--- config.mk ---
export PLATFORM = sky130hd
export DESIGN_NAME = input_gain_control_regs
export DESIGN_NICKNAME = d
export VERILOG_FILES = /design/src/shared/gain_ctrl_pkg.sv /design/src/input_gain_control_regs.sv
export SDC_FILE = /design/constraint.sdc
export NUM_CORES = 1
export LEC_CHECK = 0
export ABC_AREA = 1
export BUFFER_PORTS_ARGS = -buffer_cell sky130_fd_sc_hd__buf_2
export CORE_ASPECT_RATIO = 2
export CORE_MARGIN = 5
export CORE_UTILIZATION = 49
export DETAILED_ROUTE_END_ITERATION = 6
export PLACE_DENSITY_LB_ADDON = 0.12
export REMOVE_ABC_BUFFERS = 1
export SLEW_MARGIN = 20
export SYNTH_ARGS = -nofsm -noshare
export SYNTH_HDL_FRONTEND = slang
export SYNTH_SLANG_ARGS = --single-unit
--- constraint.sdc ---
create_clock -name i_clk_sys -period 1.05 [get_ports i_clk_sys]
set_input_delay 0.21 -clock i_clk_sys [delete_from_list [all_inputs] [get_ports i_clk_sys]]
set_output_delay 0.21 -clock i_clk_sys [all_outputs]
set_load 0.01 [all_outputs]
--- src/shared/gain_ctrl_pkg.sv ---
/*
 package for the input gain control register bank: register indices, field
 positions, reset values.
 assumes a register port with a 7-bit index and 16-bit data words.
*/
`default_nettype none
package gain_ctrl_pkg;
  localparam logic [6:0]  ADDR_LEFT_PAIR12_GAIN   = 7'h18;
  localparam logic [6:0]  ADDR_LEFT_PAIR34_GAIN   = 7'h19;
  localparam logic [6:0]  ADDR_RIGHT_PAIR12_GAIN  = 7'h1a;
  localparam logic [6:0]  ADDR_RIGHT_PAIR34_GAIN  = 7'h1b;
  localparam logic [6:0]  ADDR_AMP_INPUT_SELECT   = 7'h28;
  localparam logic [6:0]  ADDR_ANTI_POP_CONTROL   = 7'h39;
  localparam int          NUM_AMPS                = 4;
  localparam int          GAIN_W                  = 5;
  localparam int          BIT_UPDATE              = 8;
  localparam int          BIT_MUTE                = 7;
  localparam int          BIT_ZC                  = 6;
  localparam int          BIT_MIDREF              = 3;
  localparam logic [4:0]  GAIN_RESET              = 5'h0b;
  localparam logic        MUTE_RESET              = 1'h1;
  localparam logic        ZC_RESET                = 1'h0;
  localparam logic [7:0]  SELECT_RESET            = 8'h00;
  localparam logic        MIDREF_RESET            = 1'h0;
  typedef enum logic [1:0] {APPLY_IDLE, APPLY_WAIT} apply_state_t;
endpackage : gain_ctrl_pkg
`default_nettype wire

--- src/input_gain_control_regs.sv ---
/*
 input gain control register bank: pin connection bits, buffered mid-reference
 enable, per-amplifier staged/applied gain with mute and zero-cross gating.
 assumes the serial control port decoder delivers one-cycle write strobes and
 combinational-free read indices on i_clk_sys; zero-cross and timeout inputs
 come from other clock domains and are synchronised here.
*/
`default_nettype none
module input_gain_control_regs
  import gain_ctrl_pkg::*;
(
  // clock and reset
  input  wire logic                     i_clk_sys,
  input  wire logic                     i_arst_n,
  // register port
  input  wire logic                     i_reg_wr,
  input  wire logic [6:0]               i_reg_addr,
  input  wire logic [15:0]              i_reg_wdata,
  output logic      [15:0]              o_reg_rdata,
  // clocking block and analogue events
  input  wire logic                     i_timeout_enable,
  input  wire logic                     i_timeout_tick,
  input  wire logic [NUM_AMPS-1:0]      i_zero_cross,
  // analogue controls
  output logic      [7:0]               o_input_select,
  output logic                          o_buffered_midref_enable,
  output logic      [NUM_AMPS*GAIN_W-1:0] o_applied_gain,
  output logic      [NUM_AMPS-1:0]      o_mute,
  output logic      [NUM_AMPS-1:0]      o_gain_pending
);

  ////////////////////////////////////////////////////////////////////////////
  // decode
  function automatic logic [2:0] vol_index(input logic [6:0] addr);
    // 3'h4 means not a volume register
    case (addr)
      ADDR_LEFT_PAIR12_GAIN:  vol_index = 3'h0;
      ADDR_LEFT_PAIR34_GAIN:  vol_index = 3'h1;
      ADDR_RIGHT_PAIR12_GAIN: vol_index = 3'h2;
      ADDR_RIGHT_PAIR34_GAIN: vol_index = 3'h3;
      default:                vol_index = 3'h4;
    endcase
  endfunction : vol_index

  logic [2:0] wr_idx;
  logic       wr_vol;
  logic       update_all;
  assign wr_idx     = vol_index(i_reg_addr);
  assign wr_vol     = i_reg_wr && !wr_idx[2];
  assign update_all = wr_vol && i_reg_wdata[BIT_UPDATE];

  ////////////////////////////////////////////////////////////////////////////
  // synchronisers; first stage read only by the second
  logic [NUM_AMPS:0] sync1_q;
  logic [NUM_AMPS:0] sync2_q;
  logic [NUM_AMPS:0] sync3_q;
  logic [NUM_AMPS:0] sync_d;
  logic [NUM_AMPS:0] edge_evt;
  assign sync_d   = {i_timeout_tick, i_zero_cross};
  assign edge_evt = sync2_q & ~sync3_q;

  always_ff @(posedge i_clk_sys or negedge i_arst_n) begin
    if (!i_arst_n) begin
      sync1_q <= '0;
      sync2_q <= '0;
      sync3_q <= '0;
    end else begin
      sync1_q <= sync_d;
      sync2_q <= sync1_q;
      sync3_q <= sync2_q;
    end
  end

  logic ena1_q;
  logic ena2_q;
  always_ff @(posedge i_clk_sys or negedge i_arst_n) begin
    if (!i_arst_n) begin
      ena1_q <= 1'h0;
      ena2_q <= 1'h0;
    end else begin
      ena1_q <= i_timeout_enable;
      ena2_q <= ena1_q;
    end
  end

  ////////////////////////////////////////////////////////////////////////////
  // shared registers
  logic [7:0] select_q;
  logic [7:0] select_d;
  logic       midref_q;
  logic       midref_d;

  always_comb begin
    select_d = select_q;
    midref_d = midref_q;
    if (i_reg_wr && i_reg_addr == ADDR_AMP_INPUT_SELECT) begin
      select_d = i_reg_wdata[7:0];
    end
    if (i_reg_wr && i_reg_addr == ADDR_ANTI_POP_CONTROL) begin
      midref_d = i_reg_wdata[BIT_MIDREF];
    end
  end

  always_ff @(posedge i_clk_sys or negedge i_arst_n) begin
    if (!i_arst_n) begin
      select_q <= SELECT_RESET;
      midref_q <= MIDREF_RESET;
    end else begin
      select_q <= select_d;
      midref_q <= midref_d;
    end
  end

  assign o_input_select           = select_q;
  assign o_buffered_midref_enable = midref_q;

  ////////////////////////////////////////////////////////////////////////////
  // per-amplifier staged and applied gain
  logic [GAIN_W-1:0] stored_q  [NUM_AMPS];
  logic [GAIN_W-1:0] applied_q [NUM_AMPS];
  // unpacked so each amp's process drives only its own element
  logic                mute_q    [NUM_AMPS];
  logic                zc_q      [NUM_AMPS];
  logic [NUM_AMPS-1:0] pend_q;
  logic [NUM_AMPS-1:0] mute_vec;

  genvar g;
  generate
    for (g = 0; g < NUM_AMPS; g++) begin : g_amp
      logic [GAIN_W-1:0] stored_d;
      logic [GAIN_W-1:0] applied_d;
      logic              mute_d;
      logic              zc_d;
      apply_state_t      st_q;
      apply_state_t      st_d;
      logic              hit;

      always_comb begin
        stored_d  = stored_q[g];
        applied_d = applied_q[g];
        mute_d    = mute_q[g];
        zc_d      = zc_q[g];
        st_d      = st_q;
        hit       = 1'h0;
        if (wr_vol && wr_idx[1:0] == 2'(g)) begin
          stored_d = i_reg_wdata[GAIN_W-1:0];
          mute_d   = i_reg_wdata[BIT_MUTE];
          zc_d     = i_reg_wdata[BIT_ZC];
        end
        case (st_q)
          APPLY_IDLE: begin
            if (update_all) begin
              if (zc_d) begin
                st_d = APPLY_WAIT;
              end else begin
                applied_d = stored_d;
              end
            end
          end
          APPLY_WAIT: begin
            // the code taken is the latest stored one, so late writes win
            hit = edge_evt[g] || (ena2_q && edge_evt[NUM_AMPS]);
            if (hit || !zc_q[g]) begin
              applied_d = stored_q[g];
              st_d      = APPLY_IDLE;
            end
          end
          default: st_d = APPLY_IDLE;
        endcase
      end

      always_ff @(posedge i_clk_sys or negedge i_arst_n) begin
        if (!i_arst_n) begin
          stored_q[g]  <= GAIN_RESET;
          applied_q[g] <= GAIN_RESET;
          mute_q[g]    <= MUTE_RESET;
          zc_q[g]      <= ZC_RESET;
          st_q         <= APPLY_IDLE;
        end else begin
          stored_q[g]  <= stored_d;
          applied_q[g] <= applied_d;
          mute_q[g]    <= mute_d;
          zc_q[g]      <= zc_d;
          st_q         <= st_d;
        end
      end

      assign pend_q[g]   = (st_q == APPLY_WAIT);
      assign mute_vec[g] = mute_q[g];
      // one code per amp feeds both inputs, so they cannot differ
      assign o_applied_gain[g*GAIN_W +: GAIN_W] = applied_q[g];
    end
  endgenerate

  assign o_mute         = mute_vec;
  assign o_gain_pending = pend_q;

  ////////////////////////////////////////////////////////////////////////////
  // readback: update bit reads zero, unmapped reads zero
  logic [15:0] rdata_d;
  logic [15:0] rdata_q;
  logic [2:0]  rd_idx;
  assign rd_idx = vol_index(i_reg_addr);

  always_comb begin
    rdata_d = 16'h0000;
    if (!rd_idx[2]) begin
      rdata_d[BIT_MUTE]     = mute_q[rd_idx[1:0]];
      rdata_d[BIT_ZC]       = zc_q[rd_idx[1:0]];
      rdata_d[GAIN_W-1:0]   = stored_q[rd_idx[1:0]];
    end else if (i_reg_addr == ADDR_AMP_INPUT_SELECT) begin
      rdata_d[7:0] = select_q;
    end else if (i_reg_addr == ADDR_ANTI_POP_CONTROL) begin
      rdata_d[BIT_MIDREF] = midref_q;
    end
  end

  always_ff @(posedge i_clk_sys or negedge i_arst_n) begin
    if (!i_arst_n) begin
      rdata_q <= 16'h0000;
    end else begin
      rdata_q <= rdata_d;
    end
  end

  assign o_reg_rdata = rdata_q;

endmodule : input_gain_control_regs
`default_nettype wire

==> results of run 1 <==
## worst max-delay path by stage
stage | to | slack, ns | cells after the start
after floorplan | o_applied_gain[17]$_DFFE_PN0P_ | -0.58 | 9
final | o_applied_gain[7]$_DFFE_PN0P_ | -0.22 | 8
after global placement | o_applied_gain[12]$_DFFE_PN0P_ | -0.50 | 12
after detailed placement | o_reg_rdata[0]$_DFF_PN0_ | -0.53 | 12
after CTS | o_applied_gain[6]$_DFFE_PN1P_ | -0.20 | 7
after global routing | o_applied_gain[7]$_DFFE_PN0P_ | -0.29 | 8
## cell usage in the layout (no fill, tap or decap), types with 8 or more instances in the layout
cell type	instances
nand2_1	146
buf_4	89
dfrtp_1	58
buf_2	42
buf_6	40
inv_1	39
nand3_1	32
nand2_2	28
dfstp_2	28
and2_1	17
o21ai_0	14
clkbuf_16	9
nand4_1	8
o21ai_2	8
conb_1	8
## state kept, by name, summed over array words and instances, names as in the netlist
| register | count |
|---|---|
| o_reg_rdata | 8 |
| ena2_q | 1 |
| sync3_q | 5 |
| o_input_select | 8 |
| sync2_q | 5 |
| o_buffered_midref_enable | 1 |
| zc_q | 4 |
| o_mute | 4 |
| ena1_q | 1 |
| sync1_q | 5 |
| o_applied_gain | 20 |
| stored_q | 20 |
| g_amp.st_q | 4 |
## worst max-delay path, stage by stage (launching register included)
cell and delay (ns):
dfrtp_1 0.39, nand2_2 0.10, nor2_4 0.07, a211oi_2 0.25, a21oi_2 0.06, nand2_2 0.12
inv_2 0.07, nand2_1 0.06, nand2_1 0.04
## routing by layer
metal / wire [um] / part of all wire (%)
met5: 0 / 0
met4: 861 / 6.8
met3: 621 / 4.9
met2: 6860 / 54
met1: 4280 / 34
## cell type report
class                      instances  area share, %
sequential                        86           35.3
multi-input combinational        328           29.7
timing repair buffer             184           24.3
clock buffer                      11           3.92
inverter                          53           3.60
tap                               98           1.98
clock inverter                     5           1.03
timing repair inverter             1         0.0809
## metrics by stage
| step | hold slack (ns) | worst slack, ns | util, % | TNS [ns] |
|---|---|---|---|---|
| after global placement | 0.207 | -0.501 | 61.1 | -23.52 |
| after CTS | 0.139 | -0.196 | 71.8 | -7.37 |
| after detailed placement | 0.209 | -0.529 | 61.1 | -25.29 |
| final | 0.144 | -0.217 | 75.7 | -7.45 |
| after global routing | 0.144 | -0.293 | 75.7 | -11.07 |
| after floorplan | -0.0856 | -0.583 | - | -19.55 |
## repair_timing
item	in CTS	in global routing
gates cloned	2	0
pin swaps	19	28
gates resized for setup	73	75
endpoints found under the setup margin	82	92
setup buffers	25	13
hold buffers	7	0
endpoints found under the hold margin	64	0
## logic make-up (layout without fill, tap and decap cells)
group / Yosys count / after routing
simple gates: 267 / 267
buf+inv: 69 / 254
flops: 86 / 86
other cells: 1 / 8
compound gates: 53 / 53
## power breakdown
group	leakage, nW	internal [mW]	switching (mW)	total, mW
Clock	0.147	1.93	1.34	3.27
Combinational	2.02	0.636	0.690	1.33
Sequential	0.989	3.61	0.148	3.76
Total	3.16	6.18	2.18	8.36
==> impl_metrics.ini, run 1 <==
[outcome]
status = complete, but fails checks
violations = negative setup slack

[clock_network]
htreeDepth = 3
clockRootBuffer = clkbuf_16
numCtsBuffers = 9
cts_buffer_depth = 2
cts_num_sinks = 86
path_clk_slew_ns = 0.06
cts_tree = yes
clk_latency_ns = 0.35

[layout]
antenna_cells = 0
multi_input_area_sq_mm = 0.00184
regArea_sq_mm = 0.00219
final_area_sq_mm = 0.00619
fillCellCount = 580
drive_above_1_share_pct = 46.7
areaGrowthSynthToFinish_pct = 52.4
nets = 695
fin_cells = 766

[routing]
drtPass1Iterations = 5
drtIter0Drc = 200
drc = 0
ant_nets = 0
vias = 3909
drt_wl_total_mm = 12.6
wl_per_cell_um = 16.5
via_per_inst = 5.10

[sta]
fin_crit_sh_pct = 121
finalHoldViolCount = 0
final_max_slew_viol_count = 0
timing.final.ws_setup_ns = -0.217
clock-skew-final_ns = 0.00962
min_period_ns = 1.27
rsz0062_at_grt = yes
setup-violations-final = 73
fmax_ghz = 0.790

[yosys]
synth_enable_flop_cells = 0
synth_top_family_by_area = simple AND/OR/NAND/NOR gates
ys_seq_area_share_pct = 53.9
netlist_top_cells_area = dfrtp_1 36%, dfstp_2 18%, nand2_1 16%, nand3_1 4.7%, inv_1 4.5%
yosysMostFrequentCell = nand2_1
synth_top_cells_by_count = 176 x nand2_1, 58 x dfrtp_1, 49 x inv_1
synth_cell_types = 33
netlist_area_sq_mm = 0.00406
synthArstFlopShare_pct = 100
synth-xor-area-share_pct = 0
synth-main-ff-cell = dfrtp_1
synth_seq_cells = 86
synthAdderAreaFrac_pct = 0
synth_top_area_share_pct = 35.7
syn_inst = 476
yosys.area_share.simple_pct = 30.2
ys_warn_count = 0
synth_largest_area_cell = dfrtp_1
synth-compound-area-share_pct = 7.95
synthMuxAreaShare_pct = 0
syn_area_per_cell_sq_um = 8.53

[place]
io_buffers = 69
dpl.cell_count = 704
placed_cell_area_sq_mm = 0.00500
dpl.hpwl_mm = 8.76
gp_congestion = 0.902

[critical_path]
crit_start = ena2_q$_DFF_PN0_
worstPathMaxFanout = 6
start_kind = register
cp.required_ns = 1.28
crit_arrival_ns = 1.50
timing.rr.start = ena2_q$_DFF_PN0_
worstSetupEndpointType = register
reg2reg_depth = 8
r2r_setup_slack_ns = -0.22
worst_r2r_endpoint = o_applied_gain[7]$_DFFE_PN0P_
critical_path_class = reg2reg

[global_route]
grt_pass1_wl_mm = 19.2
grt.busiest_layer = met2
antenna_found_initial = 0
use_met2_pct = 43.4
grt_max_degree = 45
use_met1_pct = 25.3
grt_pass1_vias = 4011
gr-total-overflow = 0
use_met3_pct = 5.59
grt_usage_pct = 24.6

[power_and_ir_drop]
power.density_mw_per_mm2 = 1350
power_mw = 8.36
ir_drop_mv = 1.12
p_leak_nw = 3.16

[floorplanning]
die_w_um = 74.4
initial_utilization_pct = 49.7
num_rows = 47
io_pins = 85
die_area_sq_mm = 0.0103
die_y_um = 139
coreArea_sq_mm = 0.00817

[min_path]
hold-path-endpoint = o_input_select[5]$_DFFE_PN0P_
hold_start = i_reg_wdata[5]
hold-path-cell-count = 3
hold_path.class = in2reg

[run]
drv_cap = 0
Note: power is estimated with default switching activity, not from simulation.
==> run 2, diff against run 1 <==
--- a/config.mk
+++ b/config.mk
@@ -12,7 +12,6 @@
 export CORE_UTILIZATION = 49
 export DETAILED_ROUTE_END_ITERATION = 6
 export PLACE_DENSITY_LB_ADDON = 0.12
-export REMOVE_ABC_BUFFERS = 1
 export SLEW_MARGIN = 20
 export SYNTH_ARGS = -nofsm -noshare
 export SYNTH_HDL_FRONTEND = slang
==> run 2 against run 1 <==
  * The flow still finishes with violations (negative setup slack)
  * Power barely moved
  * Register-to-register slack about the same
  * Clock-buffer cell count stayed put
  * Critical path depth down 1
  * Largest cell class unchanged
==> impl_metrics.ini, run 2 (synthesis results as in run 1) <==
[outcome]
status = complete, but fails checks
violations = negative setup slack

[sta]
fin_crit_sh_pct = 120
fin_hold_ws_ns = 0.129
rsz0062_at_grt = yes
min_period_ns = 1.26
finalSetupTns_ns = -6.98
clock-skew-final_ns = 0.00890
setup-violations-final = 76
timing.final.ws_setup_ns = -0.208
final_max_slew_viol_count = 0
finalHoldViolCount = 0
fmax_ghz = 0.795

[global_route]
grt_max_degree = 36
gr-total-overflow = 0
antenna_found_initial = 0
grt_pass1_wl_mm = 18.1
grt_pass1_vias = 3876
grt_usage_pct = 22.9

[routing]
drt_wl_total_mm = 12.1
wl_met2_mm = 6.62
dr_wl_met3_um = 568
ant_nets = 0
via_per_inst = 5.08
drtPass1Iterations = 4
drt-met1-wl_mm = 4.29
vias = 3838
routed.top_layer = met4
wl_per_cell_um = 16.0
drc = 0
drtIter0Drc = 283

[critical_path]
start_kind = register
critical_path_class = reg2reg
crit_family = simple AND/OR/NAND/NOR gates
timing.rr.start = sync2_q[4]$_DFF_PN0_
crit_chain = nand2_2, nor2_4, a211oi_2, a21oi_4, buf_4, nand3_1, nand2_1
crit_arrival_ns = 1.54
crit_slowest_cell = dfrtp_1
r2r_setup_slack_ns = -0.21
cp.required_ns = 1.33
reg2reg_depth = 7
worstPathMaxFanout = 5
worstSetupEndpointType = register
cpPeakStageDelay_ns = 0.36
worst-path-buf-inv = 1
worst_r2r_endpoint = o_applied_gain[10]$_DFFE_PN1P_

[layout]
final_area_sq_mm = 0.00617
areaGrowthSynthToFinish_pct = 52.0
fin_cells = 755
layout_commonest_cell = nand2_1
nets = 684
drive_above_1_share_pct = 46.4
final_cell_mix = 147 x nand2_1, 78 x buf_4, 58 x dfrtp_1
antenna_cells = 0

[place]
io_buffers = 69
gp_congestion = 0.906
placed_cell_area_sq_mm = 0.00499
pre_cts_slack_ns = -0.565
dpl.cell_count = 694
dpl.hpwl_mm = 8.26

[clock_network]
cts_num_sinks = 86
htreeDepth = 3
clk_latency_ns = 0.34
clockRootBuffer = clkbuf_16
cts_tree = yes
cts_buffer_depth = 2
numCtsBuffers = 9
path_clk_slew_ns = 0.06

[min_path]
hold_start = i_reg_wdata[5]
hold_path.class = in2reg
hold-path-endpoint = o_input_select[5]$_DFFE_PN0P_
hold-path-cell-count = 3

[power_and_ir_drop]
ir_drop_mv = 1.50
p_switching_mw = 2.12
p_leak_nw = 3.13
p_int_mw = 6.23
pwr-share-clk_pct = 38.8
p_comb_share_pct = 16.2
pwr-share-seq_pct = 45.0
power_switching_share_pct = 25.4
power.density_mw_per_mm2 = 1350

[floorplanning]
die_area_sq_mm = 0.0103
num_rows = 47
die_w_um = 74.4
coreArea_sq_mm = 0.00817
initial_utilization_pct = 49.7
die_y_um = 139
io_pins = 85

[run]
drv_cap = 0
==> run 2: metrics by stage <==
stage | total power [mW] | util [%]
3_5_place_dp | 4.77 | 61.0
5_1_grt | 8.72 | 75.5
6_report | 8.36 | 75.5
4_1_cts | 8.28 | 71.2
3_3_place_gp | 4.74 | 61.0
2_1_floorplan | 4.27 | -
==> run 2: how the worst max path moves through the flow <==
stage,slack (ns),cells after the start,from,endpoint
floorplan,-0.21,9,i_reg_addr[5],o_applied_gain[12]$_DFFE_PN0P_
global placement,-0.53,9,i_reg_addr[6],o_reg_rdata[2]$_DFF_PN0_
detailed placement,-0.56,9,i_reg_addr[6],o_reg_rdata[2]$_DFF_PN0_
CTS,-0.22,8,sync2_q[4]$_DFF_PN0_,o_applied_gain[4]$_DFFE_PN0P_
global route,-0.32,8,sync2_q[4]$_DFF_PN0_,o_applied_gain[7]$_DFFE_PN0P_
finish,-0.21,7,sync2_q[4]$_DFF_PN0_,o_applied_gain[10]$_DFFE_PN1P_
==> run 2: final cells by class <==
class | instances | area [sq um]
sequential | 86 | 2190
fill | 562 | 2000
multi-input combinational | 328 | 1860
timing repair buffer | 174 | 1440
clock buffer | 11 | 253
inverter | 53 | 249
tap | 98 | 123
clock inverter | 5 | 57.6
==> run 2: repair_timing <==
action / in CTS / in global routing
resized for setup: 66 / 82
gates cloned: 0 / 1
pin swaps: 18 / 24
endpoints found under the hold margin: 22 / 0
hold buffers: 7 / 0
setup endpoints to repair: 82 / 86
buffers inserted: 26 / 15
==> run 2: power by group through the flow <==
stage	clock network (mW)	logic, mW	registers, mW
floorplan	0	0.428	3.84
global placement	0	0.950	3.79
detailed placement	0	0.971	3.80
CTS	3.31	1.22	3.75
global route	3.46	1.47	3.79
finish	3.24	1.35	3.76
==> run 2: metal layers <==
metal,vias up,global-route usage [%]
met4,0,14.0
met3,42,4.79
met5,-,0
met1,1837,25.3
met2,113,38.6
li1,1846,-
==> run 2: worst register-to-register path, delay by kind of cell (launching register included) <==
| kind | cells | cell delay (ns) |
|---|---|---|
| simple gates | 4 | 0.45 |
| flops | 1 | 0.36 |
| compound gates | 2 | 0.26 |
| buf+inv | 1 | 0.14 |
